===== config.mk =====
export PLATFORM = sky130hd
export DESIGN_NAME = jtag_nvm_engine
export DESIGN_NICKNAME = d
export VERILOG_FILES = /design/src/hdl/jtag_nvm_pkg.sv /design/src/hdl/jtag_nvm_engine.sv /design/src/hdl/tap_state_tracker.sv
export SDC_FILE = /design/constraint.sdc
export NUM_CORES = 2
export LEC_CHECK = 0
export BUFFER_PORTS_ARGS = -buffer_cell sky130_fd_sc_hd__buf_2
export CORE_ASPECT_RATIO = 1.4
export CORE_UTILIZATION = 40
export CTS_CLUSTER_SIZE = 20
export DETAILED_ROUTE_END_ITERATION = 7
export GPL_TIMING_DRIVEN = 1
export SLEW_MARGIN = 20
export SYNTH_ARGS = -nofsm -noshare
export SYNTH_HDL_FRONTEND = slang
export SYNTH_HIERARCHICAL = 1
export SYNTH_SLANG_ARGS = --single-unit

===== constraint.sdc =====
create_clock -name mclk -period 4.36 [get_ports mclk]
set_clock_uncertainty 0.05 [all_clocks]
set_input_delay 0.218 -clock mclk [delete_from_list [all_inputs] [get_ports mclk]]
set_output_delay 0.218 -clock mclk [all_outputs]
set_load 0.02 [all_outputs]

===== src/hdl/jtag_nvm_pkg.sv =====
// Shared constants and types for the test-port instruction engine.
package jtag_nvm_pkg;

  // Register widths.
  localparam int IR_W   = 8;   // Instruction register length.
  localparam int ID_W   = 32;  // Identification shift register length.
  localparam int SIG_W  = 32;  // User signature register length.
  localparam int ADDR_W = 4;   // Configuration column address length.
  localparam int DATA_W = 56;  // Configuration data shift register length.
  localparam int COLS   = 16;  // Columns reachable by the column address.

  // Instruction codes.
  localparam logic [7:0] INS_EXTEST       = 8'h00;
  localparam logic [7:0] INS_BULK_ERASE   = 8'h03;
  localparam logic [7:0] INS_PROG_SECURE  = 8'h09;
  localparam logic [7:0] INS_DISCHARGE    = 8'h14;
  localparam logic [7:0] INS_PROG_ENABLE  = 8'h15;
  localparam logic [7:0] INS_IDCODE       = 8'h16;
  localparam logic [7:0] INS_SIG_READ     = 8'h17;
  localparam logic [7:0] INS_SIG_PROGRAM  = 8'h1a;
  localparam logic [7:0] INS_SAMPLE       = 8'h1c;
  localparam logic [7:0] INS_PROG_DISABLE = 8'h1e;
  localparam logic [7:0] INS_DEV_RESET    = 8'h22;
  localparam logic [7:0] INS_DONE_ERASE   = 8'h24;
  localparam logic [7:0] INS_CFG_VERIFY   = 8'h28;
  localparam logic [7:0] INS_CFG_ERASE    = 8'h29;
  localparam logic [7:0] INS_CFG_ADDRESS  = 8'h2b;
  localparam logic [7:0] INS_CFG_SHIFT    = 8'h2d;
  localparam logic [7:0] INS_CFG_PROGRAM  = 8'h2e;
  localparam logic [7:0] INS_DONE_PROGRAM = 8'h2f;
  localparam logic [7:0] INS_BYPASS       = 8'hff;

  // Run-Test-Idle edge on which erase, program and verify act.
  localparam logic [1:0] EXEC_EDGE = 2'h2;

  // Reset and erased values.
  localparam logic [DATA_W-1:0] DATA_ERASED = 56'h0;
  localparam logic [SIG_W-1:0]  SIG_ERASED  = 32'h0;
  localparam logic [ADDR_W-1:0] ADDR_RESET  = 4'h0;

  // Test access port states, one-hot.
  typedef enum logic [15:0] {
    ST_TLR    = 16'h0001,
    ST_RTI    = 16'h0002,
    ST_SEL_DR = 16'h0004,
    ST_CAP_DR = 16'h0008,
    ST_SH_DR  = 16'h0010,
    ST_EX1_DR = 16'h0020,
    ST_PA_DR  = 16'h0040,
    ST_EX2_DR = 16'h0080,
    ST_UPD_DR = 16'h0100,
    ST_SEL_IR = 16'h0200,
    ST_CAP_IR = 16'h0400,
    ST_SH_IR  = 16'h0800,
    ST_EX1_IR = 16'h1000,
    ST_PA_IR  = 16'h2000,
    ST_EX2_IR = 16'h4000,
    ST_UPD_IR = 16'h8000
  } tap_state_t;

endpackage : jtag_nvm_pkg


===== src/hdl/jtag_nvm_engine.sv =====
// Vendor instruction engine behind the test access port, with its non-volatile store.
// Function
// - Bulk erase clears everything, second idle edge
// - Security program sets fuse, second idle edge
// - Set fuse blocks configuration readout
// - Discharge drops programming supply, reads allowed
// - Programming enable enters programming mode
// - Identification instruction shifts code onto output
// - Signature read loads and selects signature
// - Signature program stores register when enabled
// - Programming disable leaves programming mode
// - Test-Logic-Reset also cancels programming mode
// - Reset instruction pulses device reset, clears verify result
// - Done erase clears only done flag
// - Done program sets the done flag
// - Verify compares data with selected column
// - Configuration erase clears array, enabled only
// - Column address register selects later column
// - Data shift puts data register in path
// - Configuration program writes column, second idle edge
// - Sixteen vendor plus bypass, sample, extest
// - Column address register is four bits
// - Configuration data register is 56 bits
// - Sample and extest act as bypass
// - Identification register is 32 bits
module jtag_nvm_engine #(
  parameter logic [31:0] ID_CODE = 32'h0000_0001  // Identification value; arbitrary.
) (
  input  wire logic        mclk,
  input  wire logic        reset_n,
  input  wire logic        tck,                   // Test clock pin.
  input  wire logic        tms,                   // Mode select pin.
  input  wire logic        tdi,                   // Serial data in pin.
  output logic             tdo,                   // Serial data out.
  output logic             tdo_oe,                // High while shifting.
  output logic             prog_mode,             // Programming mode active.
  output logic             readout_protect_fuse,  // Stored security fuse.
  output logic             done_flag,             // Stored done flag.
  output logic             supply_high,           // Programming supply still charged.
  output logic             vpp_discharge,         // Pulse: supply discharge performed.
  output logic             device_reset,          // Pulse: device reset requested.
  output logic             verify_pass,           // Last verify matched.
  output logic [3:0]       cfg_column             // Selected configuration column.
);

  // Two-stage synchronisers for the pins and a delayed clock for edge finding.
  logic tck_s1, tck_s2, tck_d;
  logic tms_s1, tms_s2;
  logic tdi_s1, tdi_s2;

  // Pins enter the mclk domain; logic reads the second stage, and for the test clock also the third (tck_d).
  always_ff @(posedge mclk) begin
    if (!reset_n) begin
      // The clock stages reset to the pin's resting high level, so release shows no false rise.
      {tck_s1, tck_s2, tck_d} <= 3'h7;
      {tms_s1, tms_s2}        <= 2'h3;
      {tdi_s1, tdi_s2}        <= 2'h0;
    end else begin
      {tck_s1, tck_s2, tck_d} <= {tck, tck_s1, tck_s2};
      {tms_s1, tms_s2}        <= {tms, tms_s1};
      {tdi_s1, tdi_s2}        <= {tdi, tdi_s1};
    end
  end

  wire tck_rise = tck_s2 & ~tck_d;  // One-cycle pulse on each test clock rise.
  wire tck_fall = ~tck_s2 & tck_d;  // One-cycle pulse on each test clock fall.

  jtag_nvm_pkg::tap_state_t state;  // Port state.

  tap_state_tracker u_tap (
    .mclk     (mclk),
    .reset_n  (reset_n),
    .tck_rise (tck_rise),
    .tms      (tms_s2),
    .state    (state)
  );

  // State decodes.
  wire in_tlr    = (state == jtag_nvm_pkg::ST_TLR);
  wire in_rti    = (state == jtag_nvm_pkg::ST_RTI);
  wire in_cap_dr = (state == jtag_nvm_pkg::ST_CAP_DR);
  wire in_sh_dr  = (state == jtag_nvm_pkg::ST_SH_DR);
  wire in_upd_dr = (state == jtag_nvm_pkg::ST_UPD_DR);
  wire in_cap_ir = (state == jtag_nvm_pkg::ST_CAP_IR);
  wire in_sh_ir  = (state == jtag_nvm_pkg::ST_SH_IR);
  wire in_upd_ir = (state == jtag_nvm_pkg::ST_UPD_IR);

  logic [7:0]  ir_sr;    // Instruction shift stage.
  logic [7:0]  ir;       // Active instruction.
  logic [1:0]  rti_count;  // Rising edges seen in the current idle stay.
  logic        bypass_reg;  // One-bit bypass path.
  logic [31:0] id_sr;      // Identification shift register.
  logic [31:0] user_signature_register;  // Signature shift register.
  logic [3:0]  addr_sr;    // Column address shift register.
  logic [55:0] data_sr;    // Configuration data shift register.
  logic [31:0] nv_signature;  // Stored signature.

  // Instruction decode; anything unlisted falls back to the bypass path.
  wire sel_id   = (ir == jtag_nvm_pkg::INS_IDCODE);
  wire sel_sig  = (ir == jtag_nvm_pkg::INS_SIG_READ) ||
                  (ir == jtag_nvm_pkg::INS_SIG_PROGRAM);
  wire sel_addr = (ir == jtag_nvm_pkg::INS_CFG_ADDRESS);
  wire sel_data = (ir == jtag_nvm_pkg::INS_CFG_SHIFT) ||
                  (ir == jtag_nvm_pkg::INS_CFG_VERIFY) ||
                  (ir == jtag_nvm_pkg::INS_CFG_PROGRAM);
  wire sel_bypass = ~(sel_id | sel_sig | sel_addr | sel_data);

  // Instruction taken at update, with the freshly shifted code.
  wire upd_ir = tck_rise & in_upd_ir;
  wire upd_dr = tck_rise & in_upd_dr;

  // Execution strobe: second rising edge inside Run-Test-Idle.
  wire rti_fire = tck_rise & in_rti & (rti_count == jtag_nvm_pkg::EXEC_EDGE - 2'h1);
  wire nv_ok    = rti_fire & prog_mode;

  // Non-volatile operation strobes, gated by programming mode; the verify strobe is not gated.
  wire do_bulk     = nv_ok & (ir == jtag_nvm_pkg::INS_BULK_ERASE);
  wire do_secure   = nv_ok & (ir == jtag_nvm_pkg::INS_PROG_SECURE);
  wire do_sig_prog = nv_ok & (ir == jtag_nvm_pkg::INS_SIG_PROGRAM);
  wire do_done_er  = nv_ok & (ir == jtag_nvm_pkg::INS_DONE_ERASE);
  wire do_done_pr  = nv_ok & (ir == jtag_nvm_pkg::INS_DONE_PROGRAM);
  wire do_cfg_er   = nv_ok & (ir == jtag_nvm_pkg::INS_CFG_ERASE);
  wire do_cfg_pr   = nv_ok & (ir == jtag_nvm_pkg::INS_CFG_PROGRAM);
  wire do_verify   = rti_fire & (ir == jtag_nvm_pkg::INS_CFG_VERIFY);
  wire nv_any = do_bulk | do_secure | do_sig_prog | do_done_er | do_done_pr | do_cfg_er | do_cfg_pr;

  // Configuration array, one stored column per generate entry.
  logic [55:0] cfg_view [16];
  genvar gi;
  generate
    for (gi = 0; gi < jtag_nvm_pkg::COLS; gi++) begin : g_col
      localparam logic [3:0] COL = 4'(gi);  // This entry's address.
      logic [55:0] col_q;                   // Stored column bits.
      // Erase clears the column; program only sets bits, as the cells do.
      always_ff @(posedge mclk) begin
        if (!reset_n) begin
          col_q <= jtag_nvm_pkg::DATA_ERASED;
        end else if (do_bulk || do_cfg_er) begin
          col_q <= jtag_nvm_pkg::DATA_ERASED;
        end else if (do_cfg_pr && (cfg_column == COL)) begin
          col_q <= col_q | data_sr;
        end
      end
      assign cfg_view[gi] = col_q;
    end
  endgenerate

  wire [55:0] sel_column = cfg_view[cfg_column];  // Column chosen by the address.
  wire [55:0] read_back  = readout_protect_fuse ? jtag_nvm_pkg::DATA_ERASED : sel_column;

  // Count rising edges spent in Run-Test-Idle; leaving it restarts the count.
  always_ff @(posedge mclk) begin
    if (!reset_n) begin
      rti_count <= 2'h0;
    end else if (tck_rise) begin
      rti_count <= (in_rti && rti_count != jtag_nvm_pkg::EXEC_EDGE) ? rti_count + 2'h1 :
                   (in_rti ? rti_count : 2'h0);
    end
  end

  // Instruction register: capture, shift and update.
  always_ff @(posedge mclk) begin
    if (!reset_n) begin
      ir_sr <= jtag_nvm_pkg::INS_IDCODE;
      ir    <= jtag_nvm_pkg::INS_IDCODE;
    end else if (tck_rise) begin
      if (in_tlr) begin
        ir <= jtag_nvm_pkg::INS_IDCODE;
      end else if (in_cap_ir) begin
        ir_sr <= jtag_nvm_pkg::INS_IDCODE;
      end else if (in_sh_ir) begin
        ir_sr <= {tdi_s2, ir_sr[7:1]};
      end else if (in_upd_ir) begin
        ir <= ir_sr;
      end
    end
  end

  // Programming mode: enable, disable and Test-Logic-Reset.
  always_ff @(posedge mclk) begin
    if (!reset_n) begin
      prog_mode <= 1'b0;
    end else if (in_tlr) begin
      prog_mode <= 1'b0;
    end else if (upd_ir && ir_sr == jtag_nvm_pkg::INS_PROG_ENABLE) begin
      prog_mode <= 1'b1;
    end else if (upd_ir && ir_sr == jtag_nvm_pkg::INS_PROG_DISABLE) begin
      prog_mode <= 1'b0;
    end
  end

  // Data registers: bypass and identification capture on Capture-DR, data only for the shift instruction; all shift on Shift-DR.
  always_ff @(posedge mclk) begin
    if (!reset_n) begin
      bypass_reg <= 1'b0;
      id_sr      <= ID_CODE;
      addr_sr    <= jtag_nvm_pkg::ADDR_RESET;
      data_sr    <= jtag_nvm_pkg::DATA_ERASED;
    end else if (tck_rise && in_cap_dr) begin
      bypass_reg <= 1'b0;
      id_sr      <= ID_CODE;
      if (ir == jtag_nvm_pkg::INS_CFG_SHIFT) begin
        data_sr <= read_back;
      end
    end else if (tck_rise && in_sh_dr) begin
      if (sel_bypass) bypass_reg <= tdi_s2;
      if (sel_id)     id_sr      <= {tdi_s2, id_sr[31:1]};
      if (sel_addr)   addr_sr    <= {tdi_s2, addr_sr[3:1]};
      if (sel_data)   data_sr    <= {tdi_s2, data_sr[55:1]};
    end
  end

  // Signature register: loaded from store when the read instruction lands.
  always_ff @(posedge mclk) begin
    if (!reset_n) begin
      user_signature_register <= jtag_nvm_pkg::SIG_ERASED;
    end else if (upd_ir && ir_sr == jtag_nvm_pkg::INS_SIG_READ) begin
      user_signature_register <= nv_signature;
    end else if (tck_rise && in_sh_dr && sel_sig) begin
      user_signature_register <= {tdi_s2, user_signature_register[31:1]};
    end
  end

  // Column address takes effect at Update-DR.
  always_ff @(posedge mclk) begin
    if (!reset_n) begin
      cfg_column <= jtag_nvm_pkg::ADDR_RESET;
    end else if (upd_dr && sel_addr) begin
      cfg_column <= addr_sr;
    end
  end

  // Stored signature, fuse and done flag.
  always_ff @(posedge mclk) begin
    if (!reset_n) begin
      nv_signature         <= jtag_nvm_pkg::SIG_ERASED;
      readout_protect_fuse <= 1'b0;
      done_flag            <= 1'b0;
    end else if (do_bulk) begin
      nv_signature         <= jtag_nvm_pkg::SIG_ERASED;
      readout_protect_fuse <= 1'b0;
      done_flag            <= 1'b0;
    end else begin
      if (do_sig_prog) nv_signature <= nv_signature | user_signature_register;
      if (do_secure)   readout_protect_fuse <= 1'b1;
      if (do_done_er)  done_flag <= 1'b0;
      if (do_done_pr)  done_flag <= 1'b1;
    end
  end

  // Supply state, discharge pulse, reset pulse and verify result.
  always_ff @(posedge mclk) begin
    if (!reset_n) begin
      supply_high   <= 1'b0;
      vpp_discharge <= 1'b0;
      device_reset  <= 1'b0;
      verify_pass   <= 1'b0;
    end else begin
      vpp_discharge <= upd_ir && ir_sr == jtag_nvm_pkg::INS_DISCHARGE;
      device_reset  <= upd_ir && ir_sr == jtag_nvm_pkg::INS_DEV_RESET;
      if (nv_any) begin
        supply_high <= 1'b1;
      end else if (upd_ir && ir_sr == jtag_nvm_pkg::INS_DISCHARGE) begin
        supply_high <= 1'b0;
      end
      if (upd_ir && ir_sr == jtag_nvm_pkg::INS_DEV_RESET) begin
        verify_pass <= 1'b0;
      end else if (do_verify) begin
        verify_pass <= !readout_protect_fuse && (data_sr == sel_column);
      end
    end
  end

  // Selected scan bit.
  wire dr_bit = sel_id   ? id_sr[0] :
                sel_sig  ? user_signature_register[0] :
                sel_addr ? addr_sr[0] :
                sel_data ? data_sr[0] : bypass_reg;

  // Serial output changes on the falling test clock edge.
  always_ff @(posedge mclk) begin
    if (!reset_n) begin
      tdo    <= 1'b0;
      tdo_oe <= 1'b0;
    end else if (tck_fall) begin
      tdo    <= in_sh_ir ? ir_sr[0] : dr_bit;
      tdo_oe <= in_sh_ir | in_sh_dr;
    end
  end
endmodule : jtag_nvm_engine


===== src/hdl/tap_state_tracker.sv =====
// Test access port state sequencer, advanced on each sampled clock rising edge.
module tap_state_tracker (
  input  wire logic                    mclk,
  input  wire logic                    reset_n,
  input  wire logic                    tck_rise,  // One-cycle pulse per test clock rising edge.
  input  wire logic                    tms,       // Synchronised mode select.
  output jtag_nvm_pkg::tap_state_t     state
);

  jtag_nvm_pkg::tap_state_t next_state;  // State after the coming edge.

  // Next-state table; mode select steers every transition.
  always_comb begin
    unique case (state)
      jtag_nvm_pkg::ST_TLR:    next_state = tms ? jtag_nvm_pkg::ST_TLR    : jtag_nvm_pkg::ST_RTI;
      jtag_nvm_pkg::ST_RTI:    next_state = tms ? jtag_nvm_pkg::ST_SEL_DR : jtag_nvm_pkg::ST_RTI;
      jtag_nvm_pkg::ST_SEL_DR: next_state = tms ? jtag_nvm_pkg::ST_SEL_IR : jtag_nvm_pkg::ST_CAP_DR;
      jtag_nvm_pkg::ST_CAP_DR: next_state = tms ? jtag_nvm_pkg::ST_EX1_DR : jtag_nvm_pkg::ST_SH_DR;
      jtag_nvm_pkg::ST_SH_DR:  next_state = tms ? jtag_nvm_pkg::ST_EX1_DR : jtag_nvm_pkg::ST_SH_DR;
      jtag_nvm_pkg::ST_EX1_DR: next_state = tms ? jtag_nvm_pkg::ST_UPD_DR : jtag_nvm_pkg::ST_PA_DR;
      jtag_nvm_pkg::ST_PA_DR:  next_state = tms ? jtag_nvm_pkg::ST_EX2_DR : jtag_nvm_pkg::ST_PA_DR;
      jtag_nvm_pkg::ST_EX2_DR: next_state = tms ? jtag_nvm_pkg::ST_UPD_DR : jtag_nvm_pkg::ST_SH_DR;
      jtag_nvm_pkg::ST_UPD_DR: next_state = tms ? jtag_nvm_pkg::ST_SEL_DR : jtag_nvm_pkg::ST_RTI;
      jtag_nvm_pkg::ST_SEL_IR: next_state = tms ? jtag_nvm_pkg::ST_TLR    : jtag_nvm_pkg::ST_CAP_IR;
      jtag_nvm_pkg::ST_CAP_IR: next_state = tms ? jtag_nvm_pkg::ST_EX1_IR : jtag_nvm_pkg::ST_SH_IR;
      jtag_nvm_pkg::ST_SH_IR:  next_state = tms ? jtag_nvm_pkg::ST_EX1_IR : jtag_nvm_pkg::ST_SH_IR;
      jtag_nvm_pkg::ST_EX1_IR: next_state = tms ? jtag_nvm_pkg::ST_UPD_IR : jtag_nvm_pkg::ST_PA_IR;
      jtag_nvm_pkg::ST_PA_IR:  next_state = tms ? jtag_nvm_pkg::ST_EX2_IR : jtag_nvm_pkg::ST_PA_IR;
      jtag_nvm_pkg::ST_EX2_IR: next_state = tms ? jtag_nvm_pkg::ST_UPD_IR : jtag_nvm_pkg::ST_SH_IR;
      jtag_nvm_pkg::ST_UPD_IR: next_state = tms ? jtag_nvm_pkg::ST_SEL_DR : jtag_nvm_pkg::ST_RTI;
      default:                 next_state = jtag_nvm_pkg::ST_TLR;
    endcase
  end

  // The state only moves on a test clock rising edge.
  always_ff @(posedge mclk) begin
    if (!reset_n) begin
      state <= jtag_nvm_pkg::ST_TLR;
    end else if (tck_rise) begin
      state <= next_state;
    end
  end

endmodule : tap_state_tracker


Word-level counts from Yosys, hierarchy flattened --
Index checks and enable logic that the tools add are counted.
Operators by class: add/sub/neg operators 1, eq/ne operators 55, order comparisons 1, mux-type cells 42, bitwise operators 49, reduce and logical (&&, ||, !) cells 56
Operators by type and width (number):
- OR 56 bit | 16
- two-way mux 56 bit | 7
- binary-select mux 56 bit (select 4 bit) | 1
- case mux 16 bit (12 select lines) | 1
- equality test 8 x 6 -> 1 bit, second input constant | 8
- two-way mux 32 bit | 2
- equality test 56 bit | 1
- equality test 8 x 5 -> 1 bit, second input constant | 7
- two-way mux 8 bit | 7
- equality test 4 bit, second input constant | 8
- two-way mux 16 bit | 2
- OR 32 bit | 1
- logical AND 1 bit | 27
- two-way mux 9 bit | 2
- equality test 16 x 1 -> 1 bit, second input constant | 1
- equality test 16 x 10 -> 1 bit, second input constant | 1
- equality test 16 x 11 -> 1 bit, second input constant | 1
- equality test 16 x 12 -> 1 bit, second input constant | 1
- equality test 16 x 13 -> 1 bit, second input constant | 1
- equality test 16 x 14 -> 1 bit, second input constant | 1
- equality test 16 x 15 -> 1 bit, second input constant | 1
- equality test 16 bit, second input constant | 1
- equality test 16 x 2 -> 1 bit, second input constant | 1
- equality test 16 x 3 -> 1 bit, second input constant | 1
- 37 further kinds | 104
Storage, ports and cells: logic and storage cells 247, output and inout port bits 13, flip-flop bits (word level) 1107

Longest topological paths before layout --
depth in word-level cells 13, mapped depth 14

Modules after synthesis --
The synthesis kept the hierarchy.
By module, submodules not included:
- jtag_nvm_engine | area each 44031.0 sq um, times used 1, cells an instance 4755
- tap_state_tracker | area each 1039.7 sq um, times used 1, cells an instance 129

Worst setup path before layout --
OpenSTA, ideal clock, no wires.
path type register to register, start point register cfg_column[0], end point register verify_pass, arrival time 3.150 ns, setup slack 1.093 ns, data required time 4.243 ns, period minus slack after synthesis 3.267 ns, cell stages (with the launch flop) 11, buffers on the path 3, cells stage by stage dfxtp_1 > buf_6 > buf_6 > buf_2 > mux4_2 > mux4_2 > xor2_1 > a2111oi_2 > nand3_1 > or4_4 > o21ai_2
On the way: word-level cells in the longest chain between the ends 6
RTL lines:
- from (decl) | line jtag_nvm_engine.sv:43 | output logic [3:0] cfg_column
- from (signal assigned) | line jtag_nvm_engine.sv:227 | cfg_column <= jtag_nvm_pkg::ADDR_RESET;
- from (signal assigned) | line jtag_nvm_engine.sv:229 | cfg_column <= addr_sr;
- inverter 4 -> 5 bit (implied by the code) | line jtag_nvm_engine.sv:148 | wire [55:0] sel_column = cfg_view[cfg_column];
- binary-select mux 56 bit (select 4 bit) | line jtag_nvm_engine.sv:148
- two-way mux 56 bit (implied by the code) (2 in series) | line jtag_nvm_engine.sv:148
- equality test 56 bit | line jtag_nvm_engine.sv:269 | verify_pass <= !readout_protect_fuse && (data_sr == sel_column);
- logical AND 1 bit | line jtag_nvm_engine.sv:269
- to (signal assigned) | line jtag_nvm_engine.sv:269
- to (decl) | line jtag_nvm_engine.sv:42 | output logic verify_pass,
No other way between the ends. The select of a mux whose other input is x is not followed. A chain may end at the register's enable or synchronous reset.

Final worst setup path --
start point register cfg_column[1], end point register verify_pass
The elaborated chain is that of the path after synthesis.

==> results.json <==
{
  "status": "completed",
  "grt-ovfl-total": 0,
  "power_frac_comb_pct": 1.1,
  "worstRegToRegCells": 10,
  "finalHoldViolations": 0,
  "multi_input_area_mm2": 0.0207,
  "n_antenna_cell": 0,
  "post_cts_resized": 0,
  "clockPowerShare_pct": 48.4,
  "endpoint_kind": "flip-flop",
  "stdcell_area_mm2": 0.0505,
  "holdWs_ns": 0.181,
  "critPathLaunchType": "flip-flop",
  "fmax_mhz": 257,
  "required_ns": 4.98,
  "critical_path_class": "flip-flop to flip-flop",
  "synth-async-reset-ratio_pct": 0,
  "layout_commonest_cell": "nor2_1",
  "ys_ff_latch": 1107,
  "portBuffers": 17,
  "htree_levels": 3,
  "grt_max_degree": 124,
  "top_regs": "g_col.col_q (896), data_sr (56)",
  "cts_sinks": 1107,
  "finalCritPeriodShare_pct": 89.4,
  "yosys.area.top_type_share_pct": 49.2,
  "regMostFlops": "g_col.col_q",
  "clkTransAtPathRegs_ns": 0.07,
  "cp_max_fo": 40,
  "largest_register_ffs": 896,
  "detailedPlace.worstSlack_ns": 0.463,
  "final_nets": 4710,
  "worst_hold_path_type": "input port to flip-flop",
  "synth-warning-count": 6,
  "die_w_um": 286,
  "clk_latency_ns": 0.73,
  "synth_top_flop_cell": "dfxtp_1",
  "final_cell_mix": "1120 x nor2_1, 1103 x dfxtp_1, 992 x a21oi_1, 226 x mux4_2, 191 x nand2_1",
  "placed_cells": 6063,
  "nFillCells": 10600,
  "cts_buffer_depth": 3,
  "vias_per_cell": 5.73,
  "synth_nets": 4891,
  "grt_util_all_layers_pct": 24.3,
  "cap_violations": 0,
  "finalNonFillerCells": 6259,
  "cts_setup_buffers": 0,
  "holdBufCountCts": 4,
  "seq_area_frac_synth_pct": 49.2,
  "place_congestion": 0.956,
  "synth.distinct_cells": 83,
  "hpwl_mm": 86.4,
  "switching_share_pct": 21.0,
  "ant_nets": 0,
  "fin_util_pct": 45.2,
  "p_int_mw": 15.8,
  "whs_path_depth": 3,
  "p_leak_nw": 17.9,
  "core_area_mm2": 0.112,
  "yosysTopAreaCell": "dfxtp_1",
  "antenna_found_initial": 1,
  "power.switching_mw": 4.22,
  "drt-wirelength-per-cell_um": 22.4,
  "netlist_area_mm2": 0.0451,
  "seqPwrFrac_pct": 50.4,
  "drive_above_1_share_pct": 13.5,
  "grt_pass1_wl_mm": 214,
  "grt_pass1_vias": 34400,
  "drc": 0,
  "synth_edf_count": 0,
  "period_needed_ns": 3.90,
  "drtPass1Iterations": 6,
  "syn_area_per_cell_um2": 9.23,
  "die_area_mm2": 0.114,
  "drt_wl_total_mm": 140,
  "layout_setup_ws_ns": 0.462,
  "grt_setup_unrepaired": "no",
  "cts_tree": "built",
  "synthCells": 4884,
  "finalSetupViolations": 0,
  "die_h_um": 399,
  "ys_top_cells_by_area": "dfxtp_1 49%, mux4_2 11%, a21oi_1 11%",
  "initial_utilization_pct": 40.4,
  "relSlewSlack_pct": 24.2,
  "root_buffer": "clkbuf_16",
  "vias": 35800,
  "p_per_area_mw_per_mm2": 397,
  "cp.arrival_ns": 4.52,
  "layout.area.seq_mm2": 0.0222,
  "p_total_mw": 20.1,
  "tightest_slew_ns": 1.12,
  "cts_made_buffers": 104,
  "placementRows": 145,
  "setup_tns_ns": 0,
  "drt_iter0_drc": 3102,
  "slew_viol_final": 0,
  "place_area_mm2": 0.0468,
  "area_delta_synth_final_pct": 12.0,
  "ios": 18,
  "ir_drop_uv": 278
}
[path summary, 6_finish.rpt]
check / startpoint / end / slack (ns)
setup / recovery: cfg_column[1] / verify_pass / 0.46
hold / removal: tck / tck_s1 / 0.18
setup reg to reg: cfg_column[1] / verify_pass / 0.46
hold reg to reg: tms_s1 / tms_s2 / 0.38
[worst max-delay path, stage by stage (launching register included)]
cell and delay [ns]:
dfxtp_4 0.90, buf_12 0.33, buf_4 0.22, mux2i_1 0.20, o221ai_1 0.14, a21oi_1 0.44, nand4_1 0.23, a2111oi_2 0.51
nand3_1 0.16, or4_4 0.53, o21ai_2 0.11
[cell type report]
type	instances	share of cell area, %
sequential	1107	43.9
inverter	38	0.285
timing repair buffer	187	3.86
tap	1470	3.64
clock inverter	40	1.14
multi-input combinational	3265	41.0
clock buffer	152	6.12
[cell families after synthesis]
group	after synthesis	share of synthesized area, %
compound gates	1337	16.5
xor+xnor	47	0.913
fa+ha+maj	2	0.0555
buf+inv	512	5.21
flops	1107	49.2
mux	339	14.1
simple gates	1540	14.1
[per-layer routing]
layer / global-route usage [%] / vias to the layer above / part of all wire, %
met5: 0 / - / 0
met4: 12.2 / 0 / 5.1
li1: - / 16700 / -
met1: 29.4 / 17500 / 40
met2: 42.6 / 1324 / 49
met3: 3.01 / 343 / 5.9
[synthesized netlist by cell type, types with 15 or more instances]
cell	count
nor2_1	1134
dfxtp_1	1107
a21oi_1	992
clkbuf_1	254
mux4_2	226
nand2_1	191
buf_2	147
mux2i_1	84
a22oi_1	82
o21ai_0	74
a211oi_1	63
nor3_1	54
inv_1	36
buf_1	32
nor4_1	27
xnor2_1	27
mux2_2	22
buf_4	20
xor2_1	20
o22ai_1	19
nor2b_1	17
buf_6	16
nand2b_1	15
[power by group through the flow]
stage / clock [mW] / sequential [mW] / combinational [mW]
floorplan: 0 / 10.3 / 0.165
global placement: 0 / 10.3 / 0.227
detailed placement: 0 / 10.3 / 0.226
CTS: 9.89 / 10.1 / 0.230
global route: 10.3 / 10.1 / 0.248
finish: 9.71 / 10.1 / 0.230
Note: power is estimated with default switching activity, not from simulation.
